### src/logic/mehc_regs.svh
// Constants for the extended header element codec
// Overview of operation
// - Type 0 is zero-length padding, skipped
// - Type 1 length 3: minislots then service id
// - Type 2 length 2: acknowledgment service id
// - Type 3 length 4 passes privacy bytes
// - Type 3 length 5 only in fragment header
// - Type 4 length 4 gives downstream privacy
// - Type 5 length 1: downstream suppression byte
// - Type 6 length 1: upstream suppression byte
// - Type 6 length 2: suppression then grant sync
// - Types 7 to 14 have no function
// - Type 15: extended type, length, then value
// - Extract request from types 1 and 3
// - Fragment byte one: key sequence, version 1
// - Then privacy enable and toggle flags
// - Then 14-bit service id, 8-bit request
// - Sender drives two reserved bits zero
// - First and last flags mark end fragments
// - Fragment sequence advances once per fragment
// - Service flow value: suppression first, sync second
// - First byte: type and length; skip unknown
// - Ignore reserved and extended contents, continue
// - Header length 1 to 240, walker bounded
// - Suppression zero means none, else index
`ifndef MEHC_REGS_SVH
`define MEHC_REGS_SVH
`define MEHC_ADDR_CTRL     4'h0
`define MEHC_ADDR_STATUS   4'h4
`define MEHC_ADDR_REQ      4'h8
`define MEHC_ADDR_PHS      4'hC
`define MEHC_CTRL_RST      32'h0000_0000
`define MEHC_EHDR_MAX      8'hF0
`define MEHC_T_PAD         4'h0
`define MEHC_T_REQ         4'h1
`define MEHC_T_ACK         4'h2
`define MEHC_T_BPUP        4'h3
`define MEHC_T_BPDN        4'h4
`define MEHC_T_SFDN        4'h5
`define MEHC_T_SFUP        4'h6
`define MEHC_T_ESC         4'hF
`define MEHC_FRAG_VER      4'h1
`endif

### src/logic/mehc_pkg.sv
// Types shared by the extended header codec
package mehc_pkg;
  typedef enum logic [3:0] {
    MEHC_HDR  = 4'b0001,
    MEHC_VAL  = 4'b0010,
    MEHC_DONE = 4'b0100,
    MEHC_BAD  = 4'b1000
  } mehc_state_t;
endpackage

### src/logic/mehc_top.sv
// Extended header element parser with AXI4-Lite register access
//
// Added by the designer: the register addresses and register access over AXI4-Lite.
`include "mehc_regs.svh"
module mehc_top
  import mehc_pkg::*;
(
  input  wire logic        aclk,
  input  wire logic        aresetn,
  input  wire logic [3:0]  s_axi_awaddr,
  input  wire logic        s_axi_awvalid,
  output logic             s_axi_awready,
  input  wire logic [31:0] s_axi_wdata,
  input  wire logic [3:0]  s_axi_wstrb,
  input  wire logic        s_axi_wvalid,
  output logic             s_axi_wready,
  output logic [1:0]       s_axi_bresp,
  output logic             s_axi_bvalid,
  input  wire logic        s_axi_bready,
  input  wire logic [3:0]  s_axi_araddr,
  input  wire logic        s_axi_arvalid,
  output logic             s_axi_arready,
  output logic [31:0]      s_axi_rdata,
  output logic [1:0]       s_axi_rresp,
  output logic             s_axi_rvalid,
  input  wire logic        s_axi_rready,
  input  wire logic        hdr_start,
  input  wire logic [7:0]  hdr_len,
  input  wire logic        hdr_is_frag,
  input  wire logic        byte_valid,
  input  wire logic [7:0]  byte_data,
  output logic             byte_ready,
  output logic             priv_valid,
  output logic [39:0]      priv_data,
  output logic             parse_done,
  output logic             malformed,
  output logic [47:0]      frag_elem
);
  mehc_state_t state;
  logic [7:0]  pos;
  logic [3:0]  etype;
  logic [7:0]  elen;
  logic [7:0]  vcnt;
  logic [39:0] vbuf;
  logic [31:0] ctrl;
  logic [7:0]  req_amt;
  logic        req_seen;
  logic [7:0]  phs_dn;
  logic [7:0]  phs_up;
  logic [7:0]  ugs;
  logic        phs_up_on;
  logic        phs_dn_on;
  logic [15:0] ack_sid;
  logic        ack_seen;
  logic [1:0]  frag_bits;
  logic        aw_held;
  logic        w_held;
  logic [3:0]  aw_q;
  logic [31:0] w_q;
  logic        elem_end;
  logic        value_byte;
  logic        in_byte;
  logic [7:0]  next_pos;

  // Whole element seen once its last value byte arrives
  function automatic logic is_last(input logic [7:0] cnt,
                                   input logic [7:0] len);
    is_last = (cnt + 8'h1 == len);
  endfunction

  assign in_byte  = byte_valid && byte_ready;
  assign next_pos = pos + 8'h1;
  assign value_byte = in_byte && state == MEHC_VAL;
  assign elem_end = value_byte && is_last(vcnt, elen);

  // Element walker; bounded by header length, never beyond 240
  always_ff @(posedge aclk) begin
    if (!aresetn) begin
      state <= MEHC_DONE;
      pos   <= 8'h0;
      etype <= 4'h0;
      elen  <= 8'h0;
      vcnt  <= 8'h0;
    end else if (hdr_start) begin
      pos   <= 8'h0;
      vcnt  <= 8'h0;
      if (hdr_len == 8'h0 || hdr_len > `MEHC_EHDR_MAX) begin
        state <= MEHC_BAD;
      end else begin
        state <= MEHC_HDR;
      end
    end else if (in_byte) begin
      pos <= next_pos;
      case (state)
        MEHC_HDR: begin
          etype <= byte_data[7:4];
          elen  <= {4'h0, byte_data[3:0]};
          vcnt  <= 8'h0;
          if (pos + {4'h0, byte_data[3:0]} >= hdr_len) begin
            state <= MEHC_BAD;
          end else if (byte_data[3:0] == 4'h0) begin
            // Padding and empty elements are stepped over
            state <= (next_pos == hdr_len) ? MEHC_DONE : MEHC_HDR;
          end else begin
            state <= MEHC_VAL;
          end
        end
        MEHC_VAL: begin
          vcnt <= vcnt + 8'h1;
          if (etype == `MEHC_T_ESC && vcnt == 8'h1 &&
              byte_data != elen - 8'h2) begin
            // Escape declares its own inner length; mismatch is overrun
            state <= MEHC_BAD;
          end else if (is_last(vcnt, elen)) begin
            // Unknown types fall here too and walking continues
            state <= (next_pos == hdr_len) ? MEHC_DONE : MEHC_HDR;
          end
        end
        default: state <= state;
      endcase
    end
  end

  assign byte_ready = (state == MEHC_HDR) || (state == MEHC_VAL);

  // Value bytes shift in so the element ends with its bytes in order
  always_ff @(posedge aclk) begin
    if (!aresetn) begin
      vbuf <= 40'h0;
    end else if (value_byte) begin
      vbuf <= {vbuf[31:0], byte_data};
    end
  end

  // Decoded results; reserved and extended types touch none of them
  always_ff @(posedge aclk) begin
    if (!aresetn || hdr_start) begin
      req_amt   <= 8'h0;
      req_seen  <= 1'b0;
      ack_sid   <= 16'h0;
      ack_seen  <= 1'b0;
      phs_dn    <= 8'h0;
      phs_up    <= 8'h0;
      ugs       <= 8'h0;
      phs_dn_on <= 1'b0;
      phs_up_on <= 1'b0;
      frag_bits <= 2'b00;
    end else if (elem_end) begin
      case ({etype, elen[3:0]})
        {`MEHC_T_REQ, 4'h3}: begin
          req_amt  <= vbuf[15:8];
          req_seen <= 1'b1;
        end
        {`MEHC_T_ACK, 4'h2}: begin
          ack_sid  <= {vbuf[7:0], byte_data};
          ack_seen <= 1'b1;
        end
        {`MEHC_T_BPUP, 4'h4}: begin
          req_amt  <= vbuf[15:8];
          req_seen <= 1'b1;
        end
        {`MEHC_T_BPUP, 4'h5}: begin
          if (hdr_is_frag) begin
            req_amt   <= vbuf[7:0];
            req_seen  <= 1'b1;
            frag_bits <= byte_data[5:4];
          end
        end
        {`MEHC_T_SFDN, 4'h1}: begin
          phs_dn    <= byte_data;
          phs_dn_on <= byte_data != 8'h0;
        end
        {`MEHC_T_SFUP, 4'h1}: begin
          phs_up    <= byte_data;
          phs_up_on <= byte_data != 8'h0;
        end
        {`MEHC_T_SFUP, 4'h2}: begin
          phs_up    <= vbuf[7:0];
          ugs       <= byte_data;
          phs_up_on <= vbuf[7:0] != 8'h0;
        end
        default: req_seen <= req_seen;
      endcase
    end
  end

  // Privacy bytes handed on unchanged for the privacy engine
  always_ff @(posedge aclk) begin
    if (!aresetn) begin
      priv_valid <= 1'b0;
      priv_data  <= 40'h0;
    end else begin
      priv_valid <= 1'b0;
      if (elem_end && (etype == `MEHC_T_BPUP || etype == `MEHC_T_BPDN)) begin
        if (elen == 8'h4) begin
          priv_valid <= 1'b1;
          priv_data  <= {8'h0, vbuf[23:0], byte_data};
        end else if (elen == 8'h5 && etype == `MEHC_T_BPUP && hdr_is_frag) begin
          priv_valid <= 1'b1;
          priv_data  <= {vbuf[31:0], byte_data};
        end
      end
    end
  end

  // Status pins follow the walker state, registered
  always_ff @(posedge aclk) begin
    if (!aresetn) begin
      parse_done <= 1'b0;
      malformed  <= 1'b0;
    end else begin
      parse_done <= state == MEHC_DONE;
      malformed  <= state == MEHC_BAD;
    end
  end

  // Fragment builder driven from control register fields
  mehc_frag_gen u_frag (
    .aclk    (aclk),
    .aresetn (aresetn),
    .start   (ctrl[31]),
    .first   (ctrl[30]),
    .last    (ctrl[29]),
    .key_seq (ctrl[27:24]),
    .priv_en (ctrl[23]),
    .toggle  (ctrl[22]),
    .sid     (ctrl[21:8]),
    .req     (ctrl[7:0]),
    .elem    (frag_elem)
  );

  // AXI write: address and data taken in either order, then response
  always_ff @(posedge aclk) begin
    if (!aresetn) begin
      aw_held <= 1'b0;
      w_held  <= 1'b0;
      aw_q    <= 4'h0;
      w_q     <= 32'h0;
    end else if (aw_held && w_held) begin
      aw_held <= 1'b0;
      w_held  <= 1'b0;
    end else begin
      if (s_axi_awvalid && s_axi_awready) begin
        aw_held <= 1'b1;
        aw_q    <= s_axi_awaddr;
      end
      if (s_axi_wvalid && s_axi_wready) begin
        w_held <= 1'b1;
        w_q    <= s_axi_wdata;
      end
    end
  end

  assign s_axi_awready = !aw_held && !s_axi_bvalid;
  assign s_axi_wready  = !w_held && !s_axi_bvalid;

  // Control register; start bit self-clears so each write builds once
  always_ff @(posedge aclk) begin
    if (!aresetn) begin
      ctrl         <= `MEHC_CTRL_RST;
      s_axi_bvalid <= 1'b0;
      s_axi_bresp  <= 2'b00;
    end else begin
      ctrl[31] <= 1'b0;
      if (aw_held && w_held) begin
        s_axi_bvalid <= 1'b1;
        s_axi_bresp  <= (aw_q[3:2] == 2'b00) ? 2'b00 : 2'b10;
        if (aw_q[3:2] == 2'b00 && &s_axi_wstrb) begin
          ctrl <= w_q;
        end
      end else if (s_axi_bready) begin
        s_axi_bvalid <= 1'b0;
      end
    end
  end

  // AXI read: one cycle to answer, unmapped returns slave error
  always_ff @(posedge aclk) begin
    if (!aresetn) begin
      s_axi_rvalid <= 1'b0;
      s_axi_rdata  <= 32'h0;
      s_axi_rresp  <= 2'b00;
    end else if (s_axi_arvalid && s_axi_arready) begin
      s_axi_rvalid <= 1'b1;
      s_axi_rresp  <= 2'b00;
      case (s_axi_araddr)
        `MEHC_ADDR_CTRL:   s_axi_rdata <= {1'b0, ctrl[30:0]};
        // Service id sits at [19:4] so the one-hot state fits below it
        `MEHC_ADDR_STATUS: s_axi_rdata <= {12'h0, ack_sid, state};
        `MEHC_ADDR_REQ:    s_axi_rdata <= {13'h0, ack_seen, frag_bits,
                                           req_seen, 7'h0, req_amt};
        `MEHC_ADDR_PHS:    s_axi_rdata <= {6'h0, phs_up_on, phs_dn_on,
                                           ugs, phs_up, phs_dn};
        default: begin
          s_axi_rdata <= 32'h0;
          s_axi_rresp <= 2'b10;
        end
      endcase
    end else if (s_axi_rready) begin
      s_axi_rvalid <= 1'b0;
    end
  end

  assign s_axi_arready = !s_axi_rvalid;
endmodule

### src/logic/mehc_frag_gen.sv
// Builds the six-byte fragmentation element for one fragment
`include "mehc_regs.svh"
module mehc_frag_gen
  import mehc_pkg::*;
(
  input  wire logic        aclk,
  input  wire logic        aresetn,
  input  wire logic        start,
  input  wire logic        first,
  input  wire logic        last,
  input  wire logic [3:0]  key_seq,
  input  wire logic        priv_en,
  input  wire logic        toggle,
  input  wire logic [13:0] sid,
  input  wire logic [7:0]  req,
  output logic      [47:0] elem
);
  logic [3:0] seq;

  // Sequence advances once per fragment; first fragment keeps its seed
  always_ff @(posedge aclk) begin
    if (!aresetn) begin
      seq <= 4'h0;
    end else if (start && !first) begin
      seq <= seq + 4'h1;
    end
  end

  // Fragment element packed in wire order, first byte in top bits
  always_ff @(posedge aclk) begin
    if (!aresetn) begin
      elem <= 48'h0;
    end else if (start) begin
      elem <= {`MEHC_T_BPUP, 4'h5,
               key_seq, `MEHC_FRAG_VER,
               priv_en, toggle, sid,
               req,
               2'b00,
               first, last,
               first ? seq : seq + 4'h1};
    end
  end
endmodule

### config.mk
export PLATFORM = sky130hd
export DESIGN_NAME = mehc_top
export DESIGN_NICKNAME = d
export VERILOG_FILES = /design/src/logic/mehc_pkg.sv /design/src/logic/mehc_top.sv /design/src/logic/mehc_frag_gen.sv
export VERILOG_INCLUDE_DIRS = /design/src /design/src/logic
export SDC_FILE = /design/constraint.sdc
export NUM_CORES = 1
export LEC_CHECK = 0
export BUFFER_PORTS_ARGS = -buffer_cell sky130_fd_sc_hd__buf_2
export CAP_MARGIN = 20
export CORE_ASPECT_RATIO = 1.2
export CORE_MARGIN = 8
export CORE_UTILIZATION = 61
export CTS_CLUSTER_SIZE = 24
export DETAILED_ROUTE_END_ITERATION = 10
export PLACE_DENSITY = 0.85
export SKIP_CTS_REPAIR_TIMING = 1
export SYNTH_ARGS = -nofsm -noshare
export SYNTH_HDL_FRONTEND = slang
export SYNTH_SLANG_ARGS = --single-unit
### constraint.sdc
create_clock -name aclk -period 9.4 [get_ports aclk]
set_input_delay 1.88 -clock aclk [delete_from_list [all_inputs] [get_ports aclk]]
set_output_delay 1.88 -clock aclk [all_outputs]
set_load 0.05 [all_outputs]
# --- Word-level counts from Yosys, hierarchy flattened ---
# Index checks and enable logic that the tools add are counted.
op_classes:
  shifts: 0
  div_mod_pow: 0
  n_reduce_logical: 60
  magnitude_cmp: 2
  muxes: 28
  bitwise_logic: 3
  multipliers: 0
  n_eq_ne: 25
  add_sub_neg: 5
ops:
  columns: ["operator", "count"]
  rows:
  - ["31-bit case mux with 4 select lines", 1]
  - ["40-bit 2-to-1 mux", 2]
  - ["8-bit case mux with 2 select lines", 3]
  - ["4-bit 2-to-1 mux", 7]
  - ["8-bit by 6-bit == test with 1-bit output (second input constant)", 3]
  - ["8-bit by 7-bit == test with 1-bit output (second input constant)", 3]
  - ["4-bit by 3-bit == test with 1-bit output (second input constant)", 5]
  - ["2-bit AND reduction", 10]
  - ["8-bit by 1-bit adder with 8-bit output (second input constant)", 2]
  - ["4-bit == test (second input constant)", 4]
  - ["1-bit logical AND", 16]
  - ["8-bit nonzero test", 2]
  - ["3-bit AND reduction", 5]
  - ["2-bit nonzero test", 7]
  - ["8-bit by 4-bit adder with 8-bit output", 1]
  - ["4-bit by 2-bit == test with 1-bit output (second input constant)", 2]
  - ["8-bit by 1-bit == test with 1-bit output (second input constant)", 1]
  - ["8-bit by 4-bit == test with 1-bit output", 1]
  - ["8-bit by 5-bit == test with 1-bit output (second input constant)", 1]
  - ["8-bit == test", 1]
  - ["8-bit greater-or-equal comparator", 1]
  - ["8-bit > comparator (second input constant)", 1]
  - ["4-bit zero test", 2]
  - ["8-bit zero test", 1]
  - ["20 further kinds", 41]
word_totals:
  latch_bits: 0
  rom_bits: 0
  regBits: 305
  mem_bits_rw: 0
  output_inout_bits: 133
  memories: 0

# --- Logic depth before layout (Yosys ltp) ---
logic_depth:
  word_depth: 8
  ltp_mapped: 12
  ltp_nobuf: 12

# --- By module ---
# From an unflattened synthesis, not the netlist that was laid out.
hier_totals:
  cells_unflattened: 1502
  area_unflattened_um2: 12859.8
by_module_without_submodules:
  columns: ["module", "area_per_inst_um2", "cells_per_inst", "n_inst"]
  rows:
  - ["mehc_top", 11204.5, 1352, 1]
  - ["mehc_frag_gen", 1655.3, 150, 1]

# --- Worst setup path after synthesis ---
# OpenSTA, ideal clock, no wires.
synth_timing:
  kind: "input-to-reg"
  startpoint: "input byte_data[0]"
  endpoint: "register state[1]"
  cell_stages: 12
  setup_slack_ns: 5.023
  t_arrival_ns: 4.306
  setup_ns: 0.070
  path_buffers: 0
  cell_sequence: "ha_1 -> fa_1 -> a21o_1 -> a21oi_1 -> nor2_1 -> xor2_1 -> ha_1 -> a21oi_1 -> o21ai_0 -> a41oi_1 -> or4b_1 -> a21oi_1"
synth_via:
  elab_chain_cells: 6
synth_rtl:
  columns: ["item", "line_no", "text"]
  rows:
  - ["start: declaration", "mehc_top.sv:31", "input wire logic [7:0] byte_data,"]
  - ["8-bit by 4-bit adder with 8-bit output (tied with other cells)", "mehc_top.sv:99", "if (pos + {4'h0, byte_data[3:0]} >= hdr_len) begin"]
  - ["8-bit greater-or-equal comparator (tied with other cells)", "mehc_top.sv:99", null]
  - ["4-bit 2-to-1 mux, on equally long branches", "mehc_top.sv:99, mehc_top.sv:110", null]
  - ["4-bit case mux with 2 select lines", "mehc_top.sv:94", "case (state)"]
  - ["4-bit 2-to-1 mux", "mehc_top.sv:92", "end else if (in_byte) begin"]
  - ["4-bit 2-to-1 mux", "mehc_top.sv:84", "end else if (hdr_start) begin"]
  - ["end signal: assignment", "mehc_top.sv:103", "state <= (next_pos == hdr_len) ? MEHC_DONE : MEHC_HDR;"]
  - ["end signal: assignment", "mehc_top.sv:116", "state <= (next_pos == hdr_len) ? MEHC_DONE : MEHC_HDR;"]
  - ["end signal: assignment", "mehc_top.sv:119", "default: state <= state;"]
  - ["end: declaration", "mehc_top.sv:39", "mehc_state_t state;"]
# Parallel ways exist; a longest one is shown, timed or not. The select of a mux whose other input is x is not followed.
# A chain may end at the register's enable or synchronous reset.

# --- Worst setup path after layout ---
# Same ends and word-level chain as after synthesis.

==> flow_summary.ini <==
[synth]
synth_edf_count = 0
synth_cell_type_count = 65
netlist_area_um2 = 12800
synth_seq_cells = 299
synthArstFlopShare = 0
yosys_warnings = 0
ys_seq_area_frac = 0.468
syn-mean-instance-area_um2 = 8.29
ys.flop_type = dfxtp_1
synthCells = 1544

[worst_setup_path]
path_buf_inv = 1
critPathCaptureType = register
rrSetupSlack_ns = 6.20
critical-path-top-delay-family = compound AO/OA/AOI/OAI gates
cp_data_arrival_time_ns = 4.87
crit_chain = buf_2 > ha_1 > fa_1 > a21o_1 > a21oi_1 > nor2_1 > xor2_1 > ha_1 > a21oi_1 > o21ai_0 > a41oi_1 > or4b_1 > a21oi_1
required_ns = 9.86
crit-reg2reg-launch = pos[0]
cp-start-kind = primary input
r2r-end = state[1]
cpMostUsedCell = a21oi_1
cp_slowest_cell = or4b_1
worstRegToRegCells = 12
path_max_fanout = 10
path_class = in -> reg
critical_path.max_stage_delay_ns = 0.48

[grt]
grt-ovfl-total = 0
grt_use_total = 0.256
grt_max_degree = 131
grt_pass1_vias = 11100
grt_pass1_wl_um = 55600
antenna_found_initial = 1

[detailed_routing]
antenna_left = 0
first_iter_violations = 939
via_per_inst = 5.87
vias = 11400
finalWirelength_um = 34800
route.detailed.drc = 0
wire_per_inst_um = 17.9
dr.pass1.iters = 8

[clock_tree]
tritoncts = yes
numCtsBuffers = 28
root_buffer = clkbuf_16
htreeDepth = 1
clock_sink_count = 299
cts.clk_slew.worst_paths_ns = 0.06
cts_buffer_depth = 3
clock_latency_ns = 0.56

[sta]
rsz0062_at_grt = no
post-route-min-period_ns = 4.41
min_period_over_period = 0.470
max_slew_margin = 0.256
hold_violations = 0
fin_tns_setup_ns = 0
finalSetupViolCount = 0
tightest_slew_ns = 1.12
slew_violations = 0
fin_skew_ns = 0.0229
fmax_mhz = 227

[finish]
area_growth_pct = 15.0
drive_gt1_frac = 0.165
final_cell_area_um2 = 14700
nets = 1743
fillCellCount = 1611
instances_no_fill = 1942

[hold_path]
min_path_cells = 2
hold_path_end = ctrl[21]
hp-class = reg -> reg
min-delay-start = w_q[21]

[run_status]
outcome = completed

[floorplan]
die_y_um = 175
dieArea_um2 = 25900
io_pins = 203
fp.dieW_um = 148
initial_core_util = 0.617
num_rows = 58
coreArea_um2 = 20800

[flow_run]
drv_cap = 0

[placed_design]
placed_cell_area_um2 = 13700
hpwlAfterDp_um = 23100
place_inst = 1891
gp_congestion = 0.885
port_buffers = 188

[power_and_ir_drop]
irDropWorstVdd_mv = 0.160
p_per_area_nw_per_um2 = 176
leakagePower_uw = 0.00556
layout make-up:
type / count / area (um2) / area share
antenna: 1 / 2.50 / 0.000170
clock buffer: 37 / 764 / 0.0519
clock inverter: 9 / 156 / 0.0106
inverter: 19 / 76.3 / 0.00518
multi-input combinational: 1099 / 6210 / 0.422
sequential: 299 / 5990 / 0.407
tap: 270 / 338 / 0.0229
timing repair buffer: 208 / 1190 / 0.0807
worst register-to-register path: cells and delay by family, from the launching register on:
kind	cells	cell delay, ns
xor+xnor	1	0.15
fa+ha+maj	3	0.95
simple gates	2	0.56
compound gates	6	1.08
flops	1	0.38
registers in the layout (all words and copies together), names as in the netlist, 2 cells and up:
register	count
aw_q	2
ugs	8
ack_sid	16
elen	4
w_q	32
vcnt	8
vbuf	32
s_axi_rdata	31
req_amt	8
etype	4
u_frag.seq	4
phs_dn	8
u_frag.elem	35
priv_data	40
frag_bits	2
pos	8
phs_up	8
ctrl	32
state	4
kinds of logic (layout without fill, tap and decap cells):
group           count (synthesis)  after routing  synth area share
mux                            93             93            0.0736
buf+inv                       157            273            0.0546
xor+xnor                       38             38            0.0260
compound gates                348            348             0.154
flops                         299            299             0.468
simple gates                  590            590             0.206
other cells                     1             13          0.000293
fa+ha+maj                      18             18            0.0182
worst max path at each step:
stage          depth (start not counted)         start        to
6_report                              13  byte_data[0]  state[1]
5_1_grt                               13  byte_data[0]  state[1]
3_5_place_dp                          13  byte_data[0]  state[1]
4_1_cts                               13  byte_data[0]  state[1]
3_3_place_gp                          13  byte_data[0]  state[1]
2_1_floorplan                         12  byte_data[0]  state[1]
cell usage after synthesis, types with 3 or more instances:
master    number  area (um2)
nor2_1       158         593
xnor2_1       25         219
a22oi_1       38         285
dfxtp_1      299        5990
mux2_2         9         101
nand2_1      266         998
nor4_1        12        75.1
o21ai_0       58         290
nand3_1       59         295
nand2b_1      12        75.1
a211oi_1       4        30.0
clkbuf_1      94         353
buf_4         20         150
and4b_1        3        30.0
nor2b_1        6        37.5
buf_2         16        80.1
a311oi_1       4        35.0
a21oi_1      209        1050
a21o_1        15         113
nand4_1       19         119
nor4b_1        3        26.3
ha_1          17         213
mux2i_1       84         841
or3_1          5        31.3
and2_1         6        37.5
or4_1          5        37.5
xor2_1        13         114
and3_1         4        25.0
inv_1         18        67.6
buf_1          6        22.5
o211ai_1       4        30.0
nor3_1        14        70.1
stage by stage:
stage / total power, uW / util / worst slack (ns) / hold slack (ns)
after global routing: 2660 / 0.709 / 4.81 / 0.467
after floorplan: 1420 / - / 5.02 / 0.432
after CTS: 2590 / 0.705 / 5.02 / 0.452
after detailed placement: 1460 / 0.661 / 4.48 / 0.444
after global placement: 1450 / 0.658 / 4.55 / 0.437
final: 2590 / 0.709 / 4.99 / 0.450
routing by layer:
metal / track usage / wire, um / vias up
li1: - / - / 5467
met1: 0.303 / 13600 / 5328
met2: 0.424 / 16700 / 500
met3: 0.0637 / 3110 / 111
met4: 0.124 / 1390 / 0
met5: 0 / 0 / -
placed cells by master, fill, tap and decap left out, types with 25 or more instances in the layout:
cell	count
nor2_1	158
clkbuf_16	28
buf_2	189
nand2_1	266
o21ai_0	58
xnor2_1	25
a21oi_1	209
nand3_1	59
dfxtp_1	298
mux2i_1	84
a22oi_1	38
power by group:
group | switching, uW | internal (uW) | total (uW) | leakage (uW)
sequential | 11.5 | 1280 | 1290 | 0.00242
clock | 474 | 677 | 1150 | 0.000453
combinational | 103 | 42.3 | 145 | 0.00269
total | 588 | 2000 | 2590 | 0.00556
No activity file was read; power rests on OpenSTA's default activity.
